$ cat src/design/flash_guard_defines.svh
// Flash access guard: register offsets, field positions, reset values
// and timing counts. Assumes inclusion by bare name from design files.
`ifndef FLASH_GUARD_DEFINES_SVH
`define FLASH_GUARD_DEFINES_SVH

// Register offsets on the register port
`define ADDR_CTRL1      16'h0128
`define ADDR_CTRL2      16'h012a
`define ADDR_CTRL3      16'h012c
`define ADDR_CTRL4      16'h01be
`define ADDR_IE         16'h0000

// Password bytes and the substitute opcode
`define KEY_WRITE       8'ha5
`define KEY_READ        8'h96
`define HALT_OPCODE     16'h3fff

// First control register fields
`define C1_ERASE        1
`define C1_MASS         2
`define C1_EEI          3
`define C1_ABORT        4
`define C1_WRT          6
`define C1_BLK          7
`define C1_WMASK        8'hde
`define CTRL1_RST       8'h00

// Second control register fields
`define C2_DIV_MSB      5
`define CTRL2_RST       8'h42

// Third control register fields
`define C3_BUSY         0
`define C3_KEY_VIOLATION_FLAG         1
`define C3_ACCV         2
`define C3_WAIT         3
`define C3_LOCK         4
`define C3_EMERGENCY_EXIT_BIT         5
`define C3_SEGL         6
`define C3_FAIL         7
`define C3_LOCK_RST     1'b1
`define C3_SEGL_RST     1'b1

// Fourth control register and interrupt enable fields
`define C4_MRG_PROG     4
`define C4_MRG_ERASED   5
`define IE_ACCV         5

// Timing generator tick counts
`define YIELD_TICKS     6'd32
`define WRITE_TICKS_DEF 30
`define BLK_TICKS_DEF   25
`define SEG_TICKS_DEF   4096
`define MASS_TICKS_DEF  8192

`endif

$ cat src/design/flash_guard_pkg.sv
// Flash access guard: types for the operation sequencer and its state.
// Assumes no other package.
package flash_guard_pkg;

  typedef enum logic [2:0] {
    ST_IDLE     = 3'b000,
    ST_WRITE    = 3'b001,
    ST_BLK_PROG = 3'b010,
    ST_BLK_WAIT = 3'b011,
    ST_ERASE    = 3'b100,
    ST_SUSP     = 3'b101
  } op_state_t;

  typedef struct packed {
    op_state_t   st;
    logic [7:0]  ctrl1;
    logic [7:0]  ctrl2;
    logic        lock;
    logic        emergency_exit_bit;
    logic        seg_lock;
    logic        accv;
    logic        key_violation_flag;
    logic        fail;
    logic        mrg_prog;
    logic        mrg_erased;
    logic        ie_accv;
    logic        erase_seg;
    logic [5:0]  div_cnt;
    logic [15:0] op_cnt;
    logic [5:0]  yield_cnt;
    logic [15:0] reg_rdata;
    logic [15:0] cpu_rdata;
    logic        arr_prog;
    logic        arr_erase;
    logic        arr_mass;
    logic        arr_active;
    logic [15:0] arr_addr;
    logic [15:0] arr_wdata;
    logic        power_up_clear_reset;
  } guard_state_t;

endpackage

$ cat src/design/flash_access_guard.sv
// Flash access guard: access control and operation sequencing of the
// on-chip flash controller. Assumes CPU, register port, interrupt
// inputs and flash array all run on clk; array_rdata answers cpu_addr
// in the same cycle.
`timescale 1ns/100ps
`include "flash_guard_defines.svh"

////////////////////////////////////////////////////////////////////////
// How it works
// - Flash write with write disabled flags violation
// - Fetches return halt opcode during operation
// - Busy data reads return halt opcode, silently except while a block word programs
// - Writes during erase or write: discarded, flagged
// - Bad block-write access sets violation and lock
// - Block write with word ready programs cleanly
// - Interrupts masked during operation unless allowed
// - Abort enable plus interrupt aborts, sets fail
// - Segment erase yields every 32 ticks
// - Yielding erase stays busy, accesses normal
// - System reset aborts a running erase
// - Emergency exit halts all, clears first register
// - Instruction fetch turns marginal read off
// - Two margin read select bits
// - Bad password sets key flag, resets
// - Control register reads show 96h upper byte
// - First register write violations during write, erase or block word programming
// - Second register write while busy flagged
// - Register reads always allowed, never flagged
// - Violation flag drives non-maskable request
// - Busy set from start to completion
// - Word ready shows next block word
// - Key flag cleared only by power-on
module flash_access_guard #(
  parameter int WRITE_TICKS = `WRITE_TICKS_DEF,
  parameter int BLK_TICKS   = `BLK_TICKS_DEF,
  parameter int SEG_TICKS   = `SEG_TICKS_DEF,
  parameter int MASS_TICKS  = `MASS_TICKS_DEF
) (
  input  wire logic        clk,
  input  wire logic        reset,
  input  wire logic [15:0] reg_addr,
  input  wire logic [15:0] reg_wdata,
  input  wire logic        reg_wr,
  input  wire logic        reg_rd,
  output      logic [15:0] reg_rdata,
  input  wire logic        cpu_req,
  input  wire logic        cpu_wr,
  input  wire logic        cpu_fetch,
  input  wire logic [15:0] cpu_addr,
  input  wire logic [15:0] cpu_wdata,
  output      logic [15:0] cpu_rdata,
  input  wire logic [15:0] array_rdata,
  input  wire logic        global_interrupt_enable,
  input  wire logic        irq_pending,
  output      logic        irq_mask,
  output      logic        nmi_req,
  output      logic        puc_req,
  output      logic        busy,
  output      logic        arr_prog,
  output      logic        arr_erase,
  output      logic        arr_mass,
  output      logic        arr_active,
  output      logic [15:0] arr_addr,
  output      logic [15:0] arr_wdata,
  output      logic [1:0]  arr_margin
);

  if (WRITE_TICKS < 1 || WRITE_TICKS > 65535 ||
      BLK_TICKS < 1 || BLK_TICKS > 65535 ||
      SEG_TICKS < 1 || SEG_TICKS > 65535 ||
      MASS_TICKS < 1 || MASS_TICKS > 65535) begin : g_bad_ticks
    $error("tick counts must lie in 1..65535");
  end

  localparam logic [15:0] WRITE_CNT = 16'(WRITE_TICKS);
  localparam logic [15:0] BLK_CNT   = 16'(BLK_TICKS);
  localparam logic [15:0] SEG_CNT   = 16'(SEG_TICKS);
  localparam logic [15:0] MASS_CNT  = 16'(MASS_TICKS);

  flash_guard_pkg::guard_state_t s_r;
  flash_guard_pkg::guard_state_t s_nxt;

  function automatic flash_guard_pkg::guard_state_t reset_state();
    flash_guard_pkg::guard_state_t v;
    v          = '0;
    v.st       = flash_guard_pkg::ST_IDLE;
    v.ctrl1    = `CTRL1_RST;
    v.ctrl2    = `CTRL2_RST;
    v.lock     = `C3_LOCK_RST;
    v.seg_lock = `C3_SEGL_RST;
    return v;
  endfunction

  // Constant power-on image, shared by the key violation reset
  localparam flash_guard_pkg::guard_state_t RST_STATE = reset_state();

  logic        busy_c;
  logic        frozen;
  logic        blk_mode;
  logic        word_ready;
  logic        normal_op;
  logic        tick;
  logic        accv_set;
  logic        lock_set;
  logic        subst;
  logic        key_ok;
  logic        ctrl_hit;
  logic        puc_now;
  logic        abort_now;
  logic        flash_wr;
  logic [15:0] rd_mux;

  ////////////////////////////////////////////////////////////////////////
  // Decodes of the current state and of the CPU and register port inputs

  always_comb begin
    busy_c     = s_r.st != flash_guard_pkg::ST_IDLE;
    // A yielding erase lets the CPU reach the array as usual
    frozen     = busy_c && s_r.st != flash_guard_pkg::ST_SUSP;
    blk_mode   = s_r.st == flash_guard_pkg::ST_BLK_PROG ||
                 s_r.st == flash_guard_pkg::ST_BLK_WAIT;
    word_ready = s_r.st == flash_guard_pkg::ST_IDLE ||
                 s_r.st == flash_guard_pkg::ST_BLK_WAIT;
    normal_op  = s_r.st == flash_guard_pkg::ST_WRITE ||
                 s_r.st == flash_guard_pkg::ST_ERASE;
    abort_now  = busy_c && s_r.ctrl1[`C1_ABORT] && global_interrupt_enable && irq_pending;
    tick       = s_r.div_cnt >= s_r.ctrl2[`C2_DIV_MSB:0];
    flash_wr   = cpu_req && cpu_wr && !cpu_fetch;
    key_ok     = reg_wdata[15:8] == `KEY_WRITE;
    ctrl_hit   = reg_addr == `ADDR_CTRL1 || reg_addr == `ADDR_CTRL2 ||
                 reg_addr == `ADDR_CTRL3 || reg_addr == `ADDR_CTRL4;
  end

  ////////////////////////////////////////////////////////////////////////
  // Register read view

  always_comb begin
    unique case (reg_addr)
      `ADDR_CTRL1: rd_mux = {`KEY_READ, s_r.ctrl1};
      `ADDR_CTRL2: rd_mux = {`KEY_READ, s_r.ctrl2};
      `ADDR_CTRL3: rd_mux = {`KEY_READ, s_r.fail, s_r.seg_lock, s_r.emergency_exit_bit,
                             s_r.lock, word_ready, s_r.accv, s_r.key_violation_flag,
                             busy_c};
      `ADDR_CTRL4: rd_mux = {`KEY_READ, 2'b00, s_r.mrg_erased,
                             s_r.mrg_prog, 4'h0};
      `ADDR_IE:    rd_mux = {10'h000, s_r.ie_accv, 5'h00};
      default:     rd_mux = 16'h0000;
    endcase
  end

  ////////////////////////////////////////////////////////////////////////
  // Next state

  always_comb begin
    s_nxt           = s_r;
    s_nxt.arr_prog  = 1'b0;
    s_nxt.arr_erase = 1'b0;
    s_nxt.power_up_clear_reset       = 1'b0;
    accv_set        = 1'b0;
    lock_set        = 1'b0;
    subst           = 1'b0;
    puc_now         = 1'b0;

    // Timing generator enable
    s_nxt.div_cnt = tick ? 6'h00 : s_r.div_cnt + 6'h01;

    // CPU access to the array
    if (cpu_req && frozen) begin
      // Wrong-time block access: flag, lock, hand back the halt word
      if (blk_mode && (!word_ready || cpu_fetch)) begin
        accv_set = 1'b1;
        lock_set = 1'b1;
        subst    = 1'b1;
      end else if (cpu_wr && !cpu_fetch) begin
        if (normal_op) begin
          accv_set = 1'b1;
        end
      end else begin
        subst = 1'b1;
      end
    end else if (flash_wr && !busy_c) begin
      if (!s_r.ctrl1[`C1_WRT] || s_r.lock || s_r.emergency_exit_bit) begin
        accv_set = 1'b1;
      end
    end
    // Only reads and fetches refresh the returned word
    if (cpu_req && (!cpu_wr || cpu_fetch)) begin
      s_nxt.cpu_rdata = subst ? `HALT_OPCODE : array_rdata;
    end

    // Register reads never raise a flag
    if (reg_rd) begin
      s_nxt.reg_rdata = rd_mux;
    end

    // Register writes
    if (reg_wr && ctrl_hit && !key_ok) begin
      puc_now = 1'b1;
    end else if (reg_wr) begin
      unique case (reg_addr)
        `ADDR_CTRL1: begin
          if (normal_op || (blk_mode && !word_ready)) begin
            accv_set = 1'b1;
          end else begin
            s_nxt.ctrl1 = reg_wdata[7:0] & `C1_WMASK;
          end
        end
        `ADDR_CTRL2: begin
          if (busy_c) begin
            accv_set = 1'b1;
          end else begin
            s_nxt.ctrl2 = reg_wdata[7:0];
          end
        end
        `ADDR_CTRL3: begin
          s_nxt.lock     = reg_wdata[`C3_LOCK];
          s_nxt.emergency_exit_bit     = reg_wdata[`C3_EMERGENCY_EXIT_BIT];
          s_nxt.seg_lock = reg_wdata[`C3_SEGL];
          // Status flags clear only when written as zero
          if (!reg_wdata[`C3_ACCV]) begin
            s_nxt.accv = 1'b0;
          end
          if (!reg_wdata[`C3_FAIL]) begin
            s_nxt.fail = 1'b0;
          end
        end
        `ADDR_CTRL4: begin
          s_nxt.mrg_prog   = reg_wdata[`C4_MRG_PROG];
          s_nxt.mrg_erased = reg_wdata[`C4_MRG_ERASED];
        end
        `ADDR_IE: s_nxt.ie_accv = reg_wdata[`IE_ACCV];
        default: ;
      endcase
    end

    // Code run from the array drops marginal read
    if (cpu_req && cpu_fetch) begin
      s_nxt.mrg_prog   = 1'b0;
      s_nxt.mrg_erased = 1'b0;
    end

    // Operation sequencer
    unique case (s_r.st)
      flash_guard_pkg::ST_IDLE: begin
        if (flash_wr && s_r.ctrl1[`C1_WRT] && !s_r.lock && !s_r.emergency_exit_bit) begin
          s_nxt.arr_addr  = cpu_addr;
          s_nxt.arr_wdata = cpu_wdata;
          s_nxt.yield_cnt = 6'h00;
          if (s_r.ctrl1[`C1_ERASE] || s_r.ctrl1[`C1_MASS]) begin
            s_nxt.st        = flash_guard_pkg::ST_ERASE;
            s_nxt.arr_erase = 1'b1;
            s_nxt.arr_mass  = s_r.ctrl1[`C1_MASS];
            s_nxt.erase_seg = !s_r.ctrl1[`C1_MASS];
            s_nxt.op_cnt    = s_r.ctrl1[`C1_MASS] ? MASS_CNT : SEG_CNT;
          end else if (s_r.ctrl1[`C1_BLK]) begin
            s_nxt.st       = flash_guard_pkg::ST_BLK_PROG;
            s_nxt.arr_prog = 1'b1;
            s_nxt.op_cnt   = BLK_CNT;
          end else begin
            s_nxt.st       = flash_guard_pkg::ST_WRITE;
            s_nxt.arr_prog = 1'b1;
            s_nxt.op_cnt   = WRITE_CNT;
          end
        end
      end
      flash_guard_pkg::ST_WRITE,
      flash_guard_pkg::ST_BLK_PROG: begin
        if (tick) begin
          s_nxt.op_cnt = s_r.op_cnt - 16'h0001;
          if (s_r.op_cnt == 16'h0001) begin
            s_nxt.st = (s_r.st == flash_guard_pkg::ST_WRITE) ?
                       flash_guard_pkg::ST_IDLE :
                       flash_guard_pkg::ST_BLK_WAIT;
          end
        end
      end
      flash_guard_pkg::ST_BLK_WAIT: begin
        if (flash_wr) begin
          s_nxt.st        = flash_guard_pkg::ST_BLK_PROG;
          s_nxt.arr_prog  = 1'b1;
          s_nxt.arr_addr  = cpu_addr;
          s_nxt.arr_wdata = cpu_wdata;
          s_nxt.op_cnt    = BLK_CNT;
        end else if (!s_r.ctrl1[`C1_BLK]) begin
          s_nxt.st = flash_guard_pkg::ST_IDLE;
        end
      end
      flash_guard_pkg::ST_ERASE: begin
        if (tick) begin
          s_nxt.op_cnt = s_r.op_cnt - 16'h0001;
          if (s_r.yield_cnt < `YIELD_TICKS) begin
            s_nxt.yield_cnt = s_r.yield_cnt + 6'h01;
          end
        end
        if (tick && s_r.op_cnt == 16'h0001) begin
          s_nxt.st = flash_guard_pkg::ST_IDLE;
        end else if (s_r.erase_seg && s_r.ctrl1[`C1_EEI] && global_interrupt_enable &&
                     !s_r.ctrl1[`C1_ABORT] && irq_pending &&
                     s_r.yield_cnt >= `YIELD_TICKS) begin
          s_nxt.st = flash_guard_pkg::ST_SUSP;
        end
      end
      flash_guard_pkg::ST_SUSP: begin
        // Resume once the pending request has been served
        if (!irq_pending) begin
          s_nxt.st        = flash_guard_pkg::ST_ERASE;
          s_nxt.yield_cnt = 6'h00;
        end
      end
      default: s_nxt.st = flash_guard_pkg::ST_IDLE;
    endcase

    // Interrupt abort
    if (abort_now) begin
      s_nxt.st   = flash_guard_pkg::ST_IDLE;
      s_nxt.fail = 1'b1;
    end

    // Emergency exit holds the sequencer stopped
    if (s_nxt.emergency_exit_bit) begin
      s_nxt.st        = flash_guard_pkg::ST_IDLE;
      s_nxt.ctrl1     = 8'h00;
      s_nxt.arr_prog  = 1'b0;
      s_nxt.arr_erase = 1'b0;
    end

    // Flag sets win over a software clear
    if (accv_set) begin
      s_nxt.accv = 1'b1;
    end
    if (lock_set) begin
      s_nxt.lock = 1'b1;
    end

    // Array voltage is off while idle and while an erase yields
    s_nxt.arr_active = s_nxt.st != flash_guard_pkg::ST_IDLE &&
                       s_nxt.st != flash_guard_pkg::ST_SUSP;

    // Key violation: clear-state reset that keeps the key flag
    if (puc_now) begin
      s_nxt      = RST_STATE;
      s_nxt.key_violation_flag = 1'b1;
      s_nxt.power_up_clear_reset  = 1'b1;
    end
  end

  always_ff @(posedge clk or posedge reset) begin
    if (reset) begin
      s_r <= RST_STATE;
    end else begin
      s_r <= s_nxt;
    end
  end

  ////////////////////////////////////////////////////////////////////////
  // Outputs

  assign reg_rdata  = s_r.reg_rdata;
  assign cpu_rdata  = s_r.cpu_rdata;
  assign busy       = busy_c;
  assign puc_req    = s_r.power_up_clear_reset;
  assign arr_prog   = s_r.arr_prog;
  assign arr_erase  = s_r.arr_erase;
  assign arr_mass   = s_r.arr_mass;
  assign arr_active = s_r.arr_active;
  assign arr_addr   = s_r.arr_addr;
  assign arr_wdata  = s_r.arr_wdata;
  assign arr_margin = {s_r.mrg_erased, s_r.mrg_prog};
  assign nmi_req    = s_r.accv && s_r.ie_accv;
  // A yielding erase unmasks so that the pending request is served
  assign irq_mask   = busy_c && !s_r.ctrl1[`C1_ABORT] &&
                      s_r.st != flash_guard_pkg::ST_SUSP;

endmodule

$ cat config.mk
export PLATFORM = sky130hd
export DESIGN_NAME = flash_access_guard
export DESIGN_NICKNAME = d
export VERILOG_FILES = /design/src/design/flash_guard_pkg.sv /design/src/design/flash_access_guard.sv
export VERILOG_INCLUDE_DIRS = /design/src /design/src/design
export SDC_FILE = /design/constraint.sdc
export NUM_CORES = 1
export LEC_CHECK = 0
export BUFFER_PORTS_ARGS = -buffer_cell sky130_fd_sc_hd__buf_4
export CORE_AREA = 5 5 132 134
export CTS_CLUSTER_DIAMETER = 60
export DETAILED_ROUTE_END_ITERATION = 8
export DIE_AREA = 0 0 137 139
export PLACE_DENSITY = 0.69
export SYNTH_ARGS = -nofsm -noshare
export SYNTH_HDL_FRONTEND = slang
export SYNTH_SLANG_ARGS = --single-unit
export TNS_END_PERCENT = 5
$ cat constraint.sdc
create_clock -name clk -period 3.5 [get_ports clk]
set_input_delay 0.175 -clock clk [delete_from_list [all_inputs] [get_ports clk]]
set_output_delay 0.175 -clock clk [all_outputs]
set_load 0.01 [all_outputs]
==> Word-level counts from Yosys, hierarchy flattened <==
Cells that the tools add are included.
{ "classes": {"add_sub_neg": 3, "order_cmp": 3, "n_eq_ne": 29, "mux": 79, "n_reduce_logical": 89} }
{ "ops": {"columns": ["op", "n"], "rows": [
  ["two-way mux 126 bit", 1],
  ["two-way mux 16 bit", 5],
  ["case mux 16 bit (5 select lines)", 1],
  ["== test 16 x 9 -> 1 bit (second input constant)", 4],
  ["two-way mux 32 bit", 2],
  ["case mux 16 bit (4 select lines)", 1],
  ["case mux 32 bit (2 select lines)", 1],
  ["two-way mux 22 bit", 2],
  ["two-way mux 20 bit", 2],
  ["nonzero test 3 bit", 13],
  ["two-way mux 3 bit", 12],
  ["two-way mux 8 bit", 4],
  ["logical AND 1 bit", 28],
  ["two-way mux 1 bit", 28],
  ["two-way mux 14 bit", 2],
  ["!= test 3 bit (second input constant)", 9],
  ["two-way mux 6 bit", 3],
  ["case mux 6 bit (3 select lines)", 1],
  ["AND reduction 3 bit", 6],
  ["nonzero test 2 bit", 9],
  ["== test 16 x 1 -> 1 bit (second input constant)", 1],
  ["zero test 16 bit", 1],
  ["AND reduction 4 bit", 4],
  ["subtractor 16 x 1 -> 16 bit (second input constant)", 1],
  ["other kinds (24)", 62]
]} }
{ "totals": {"ff_bits": 126, "inputBits": 89, "out_inout_bits": 74, "word_cells": 228} }

==> Depth between registers and ports, before layout <==
{ "depth": {"depth_word": 13, "ltp_mapped": 10, "ltp_nobuf": 9} }

==> Least setup slack after synthesis <==
Ideal clock, no wire load.
{ "synth_timing": {"path_type": "register -> register", "startpoint": "register s_r[108] in the netlist's numbering", "endpoint": "register s_r[77] in the netlist's numbering", "setup_ns": 0.121, "arrival_time_ns": 2.183, "required_ns": 3.379, "slack_ns": 1.195, "path_stages_with_launch": 11, "path_buffers": 1, "synth_period_minus_slack_ns": 2.305, "cell_sequence": "dfstp_2 -> inv_1 -> ha_1 -> nand2_1 -> o21ai_0 -> a221o_1 -> a21oi_1 -> clkbuf_1 -> o32ai_1 -> a22oi_1 -> nor2_1"} }
{ "synth_between": {"elab_chain_len": 3, "elab_cells_between_ends": 4, "classes_between": "order compare (1); eq/ne (2); reduce/logical (1)"} }
{ "synth_lines": {"columns": ["element", "line", "source"], "rows": [
  ["from (decl)", "flash_access_guard.sv:80", "flash_guard_pkg::guard_state_t s_r;"],
  ["from (signal assigned)", "flash_access_guard.sv:351", "s_r <= s_nxt;"],
  ["greater-or-equal comparator 6 bit (*)", "flash_access_guard.sv:127", "tick = s_r.div_cnt >= s_r.ctrl2[`C2_DIV_MSB:0];"],
  ["!= test 3 bit (no source line)", null, null],
  ["AND reduction 5 bit (no source line) (*)", null, null]
]} }
Mark *: on every way between the ends. The rest lies on a longest branch, timed or not.
A chain may end at the register's enable or synchronous reset.

==> Worst setup path after layout <==
{ "layout_timing": {"startpoint": "input reg_addr[6]", "endpoint": "register s_r (netlist bit arr_margin[1])"} }
{ "layout_between": {"elab_chain_len": 9, "elab_cells_between_ends": 15, "classes_between": "eq/ne (5); mux (2); reduce/logical (8)"} }
{ "layout_lines": {"columns": ["element", "line", "source"], "rows": [
  ["from (decl)", "flash_access_guard.sv:41", "input wire logic [15:0] reg_addr,"],
  ["== test 16 x 9 -> 1 bit", null, null],
  ["logical OR 1 bit (no source line) (3 in series)", null, null],
  ["logical AND 1 bit (2 in series)", "flash_access_guard.sv:197", "if (reg_wr && ctrl_hit && !key_ok) begin"],
  ["two-way mux 1 bit", "flash_access_guard.sv:197", null],
  ["!= test 3 x 2 -> 1 bit (no source line) / nonzero test 3 bit (equally long branches)", null, null],
  ["AND reduction 3 bit (no source line)", null, null]
]} }
Parallel ways exist; a longest one is shown, timed or not.

==> results.py <==
metrics = {
    "yosys": {
        "ys_ff_latch": 117,
        "synth_top_area_cell": "dfrtp_1",
        "syn_inst": 681,
        "synth_edf_count": 0,
        "synth_top_area_share_pct": 45.20,
        "synth-async-reset-ratio_pct": 100.0,
        "syn_avg_cell_area_um2": 9.186,
        "netlist_area_mm2": 0.006256,
        "synth.yosys.seq_area_share_pct": 46.88,
        "synth_cell_types": 69,
        "yosysWarnings": 0,
        "synthFlopType": "dfrtp_1",
        "synth.area.top_cells": "dfrtp_1 (45%), buf_4 (7.9%), nand2_1 (6.2%)",
    },
    "setup_path": {
        "critPathKind": "in2reg",
        "path_buf_inv": 4,
        "crit_family": "buffers and inverters",
        "path_max_fanout": 24,
        "endpoint_kind": "flip-flop",
        "crit_required_ns": 3.79,
        "worstPathCellList": "buf_4, or4_4, nor4_4, o21a_2, nand3_4, inv_2, buf_4, a221oi_1, dlygate4sd3_1",
        "startpoint_type": "input port",
        "crit_top_cell": "buf_4",
        "slowest_stage": "dlygate4sd3_1",
        "crit_arrival_ns": 3.06,
        "critical-path-max-stage-delay_ns": 0.56,
    },
    "floorplanning": {
        "die_y_um": 139,
        "core_area_mm2": 0.01617,
        "io_pins": 163,
        "rows": 47,
        "die_w_um": 137,
        "start_util_pct": 38.68,
        "die_area_mm2": 0.01904,
    },
    "sta": {
        "finalSetupTns_ns": 0,
        "setup_viol": 0,
        "clock_skew_ns": 0.01010,
        "maxSlewHeadroom_pct": 38.52,
        "maxSlewViolCount": 0,
        "tightestPinTransition_ns": 0.9203,
        "fmax_mhz": 362.1,
        "fin_crit_ns": 2.762,
        "finalHoldViolCount": 0,
        "rsz0062_at_grt": "no",
        "fin_crit_sh_pct": 78.91,
    },
    "layout": {
        "layout-drive-gt1-share_pct": 25.72,
        "final_cell_mix": "buf_4 (164), dfrtp_1 (113), nand2_1 (103)",
        "diodes": 0,
        "synthToLayoutAreaGrowth_pct": 32.64,
        "mostFrequentLayoutCell": "buf_4",
        "final_cell_area_mm2": 0.008298,
        "layout.nets": 923,
    },
    "clocking": {
        "cts-root-buf": "clkbuf_16",
        "postCtsHoldBufs": 49,
        "cts_resized": 0,
        "cts_tree": "done",
        "clk_pin_slew_ns": 0.05,
        "cts_setup_buffers": 0,
        "cts_buffers": 17,
        "htree_levels": 4,
        "clock_path_buffers": 2,
        "clock_sinks": 117,
        "clk_latency_ns": 0.42,
    },
    "detailed_routing": {
        "drtIter0Drc": 461,
        "vias": 5414,
        "wl_um": 16850,
        "wl_met1_um": 6990,
        "wl_met3_um": 1040,
        "wl_met2_um": 8401,
        "highest_layer": "met4",
        "first_pass_iters": 7,
        "route.detailed.drc": 0,
        "avgRoutedWirePerCell_um": 15.96,
        "via_per_inst": 5.127,
        "final_antenna_net_count": 0,
    },
    "global_routing": {
        "grt_pass1_vias": 5513,
        "grt.total_usage_pct": 17.85,
        "grt_start_max_net_pins": 72,
        "grt_pass1_wl_um": 27410,
        "grt.overflow.total": 0,
        "antenna_found_initial": 0,
    },
    "pwr": {
        "power.leakage_nw": 3.829,
        "vdd_drop_max_mv": 0.3038,
        "p_per_area_mw_per_mm2": 510.9,
        "p_total_mw": 4.240,
    },
    "job": {
        "drv_cap": 0,
    },
    "placement": {
        "port_buffers": 158,
        "gp_congestion": 0.8792,
        "dp_hpwl_um": 11530,
        "placed_area_mm2": 0.007194,
    },
    "status": {
        "status": "finished clean",
    },
    "hold_path": {
        "hp-class": "in2reg",
    },
}
[cell usage after synthesis (2+ instances only)]
library cell	number
a211oi_1	3
nor4_1	4
nand3_1	18
nor2b_1	8
mux2i_1	7
or4_4	2
a31oi_1	3
and4_1	2
ha_1	11
dfstp_2	4
o22ai_1	14
nor2_1	67
buf_2	7
a21oi_1	52
or3_1	5
nand2b_1	8
a222oi_1	6
nand2_1	103
inv_1	16
nand4_1	3
o21ai_0	26
and2_1	5
clkbuf_1	21
dfrtp_1	113
and3_1	7
a22o_1	13
nor3_1	12
a21boi_0	2
buf_4	66
xnor2_1	8
nor4b_1	2
nor3b_1	2
a22oi_1	5
nand3b_1	5
a21o_1	3
a221oi_1	6
xor2_1	9
nor4bb_1	2
[flip-flops by register name, indices dropped and copies added (netlist names)]
signal,flops
s_r,53
arr_addr,16
arr_wdata,16
cpu_rdata,16
reg_rdata,9
arr_margin,2
arr_active,1
arr_erase,1
arr_mass,1
arr_prog,1
puc_req,1
[per-stage QoR]
step	utilization (%)	instances	hold slack, ns	worst slack [ns]
2_1_floorplan	-	684	0.2651	0.2309
3_3_place_gp	44.49	975	0.4049	0.7790
3_5_place_dp	44.49	975	0.4074	0.6850
4_1_cts	51.31	1056	0.0007273	0.7556
5_1_grt	51.31	1056	0.01393	0.5291
6_report	51.31	1056	0.01340	0.7381
[worst paths after layout]
path,startpoint,slack [ns],cells past startpoint,end
worst min-delay path,cpu_addr[9],0.01,3,arr_addr[9]
min in group asynchronous,reset,0.50,3,arr_wdata[2]
worst min register to register,s_r[102],0.48,1,s_r[102]
max in group asynchronous,reset,2.18,4,s_r[108]
worst max register to register,s_r[123],0.83,6,s_r[86]
worst max-delay path,reg_addr[6],0.74,9,arr_margin[1]
[worst min-delay path: cells and delay by family]
| kind | cells | cell delay [ns] |
|---|---|---|
| compound gates | 1 | 0.05 |
| buf+inv | 1 | 0.11 |
| simple gates | 1 | 0.06 |
[report_power, final]
group / internal [mW] / switching (mW) / total, mW
Clock: 1.19 / 0.601 / 1.79
Sequential: 1.50 / 0.132 / 1.63
Combinational: 0.394 / 0.420 / 0.814
Total: 3.09 / 1.15 / 4.24
[cell type report]
cell class              instances  area, um2
fillers                      1463       7874
flip-flops and latches        117       2933
multi-input cells             456       2669
repair buffers                214       1742
clock buffers                  24      491.7
well taps                     220      275.3
clock inverters                 8      121.4
inverters                      17      66.31
[logic make-up after synthesis]
logic type | count (synthesis) | share of synthesized area, %
buffers and inverters | 111 | 10.76
XOR/XNOR | 17 | 2.380
AO/OA/AOI/OAI | 147 | 15.28
AND/OR/NAND/NOR | 269 | 21.10
flip-flops | 117 | 46.88
adder cells (fa/ha/maj) | 11 | 2.200
other | 1 | 0.05994
multiplexers | 8 | 1.340
[per-layer routing]
layer | vias to the layer above | GRT usage (%)
li1 | 2585 | -
met1 | 2594 | 22.13
met2 | 194 | 29.85
met3 | 41 | 4.681
met4 | 0 | 6.355
met5 | - | 0
Note: power is estimated with default switching activity, not from simulation.
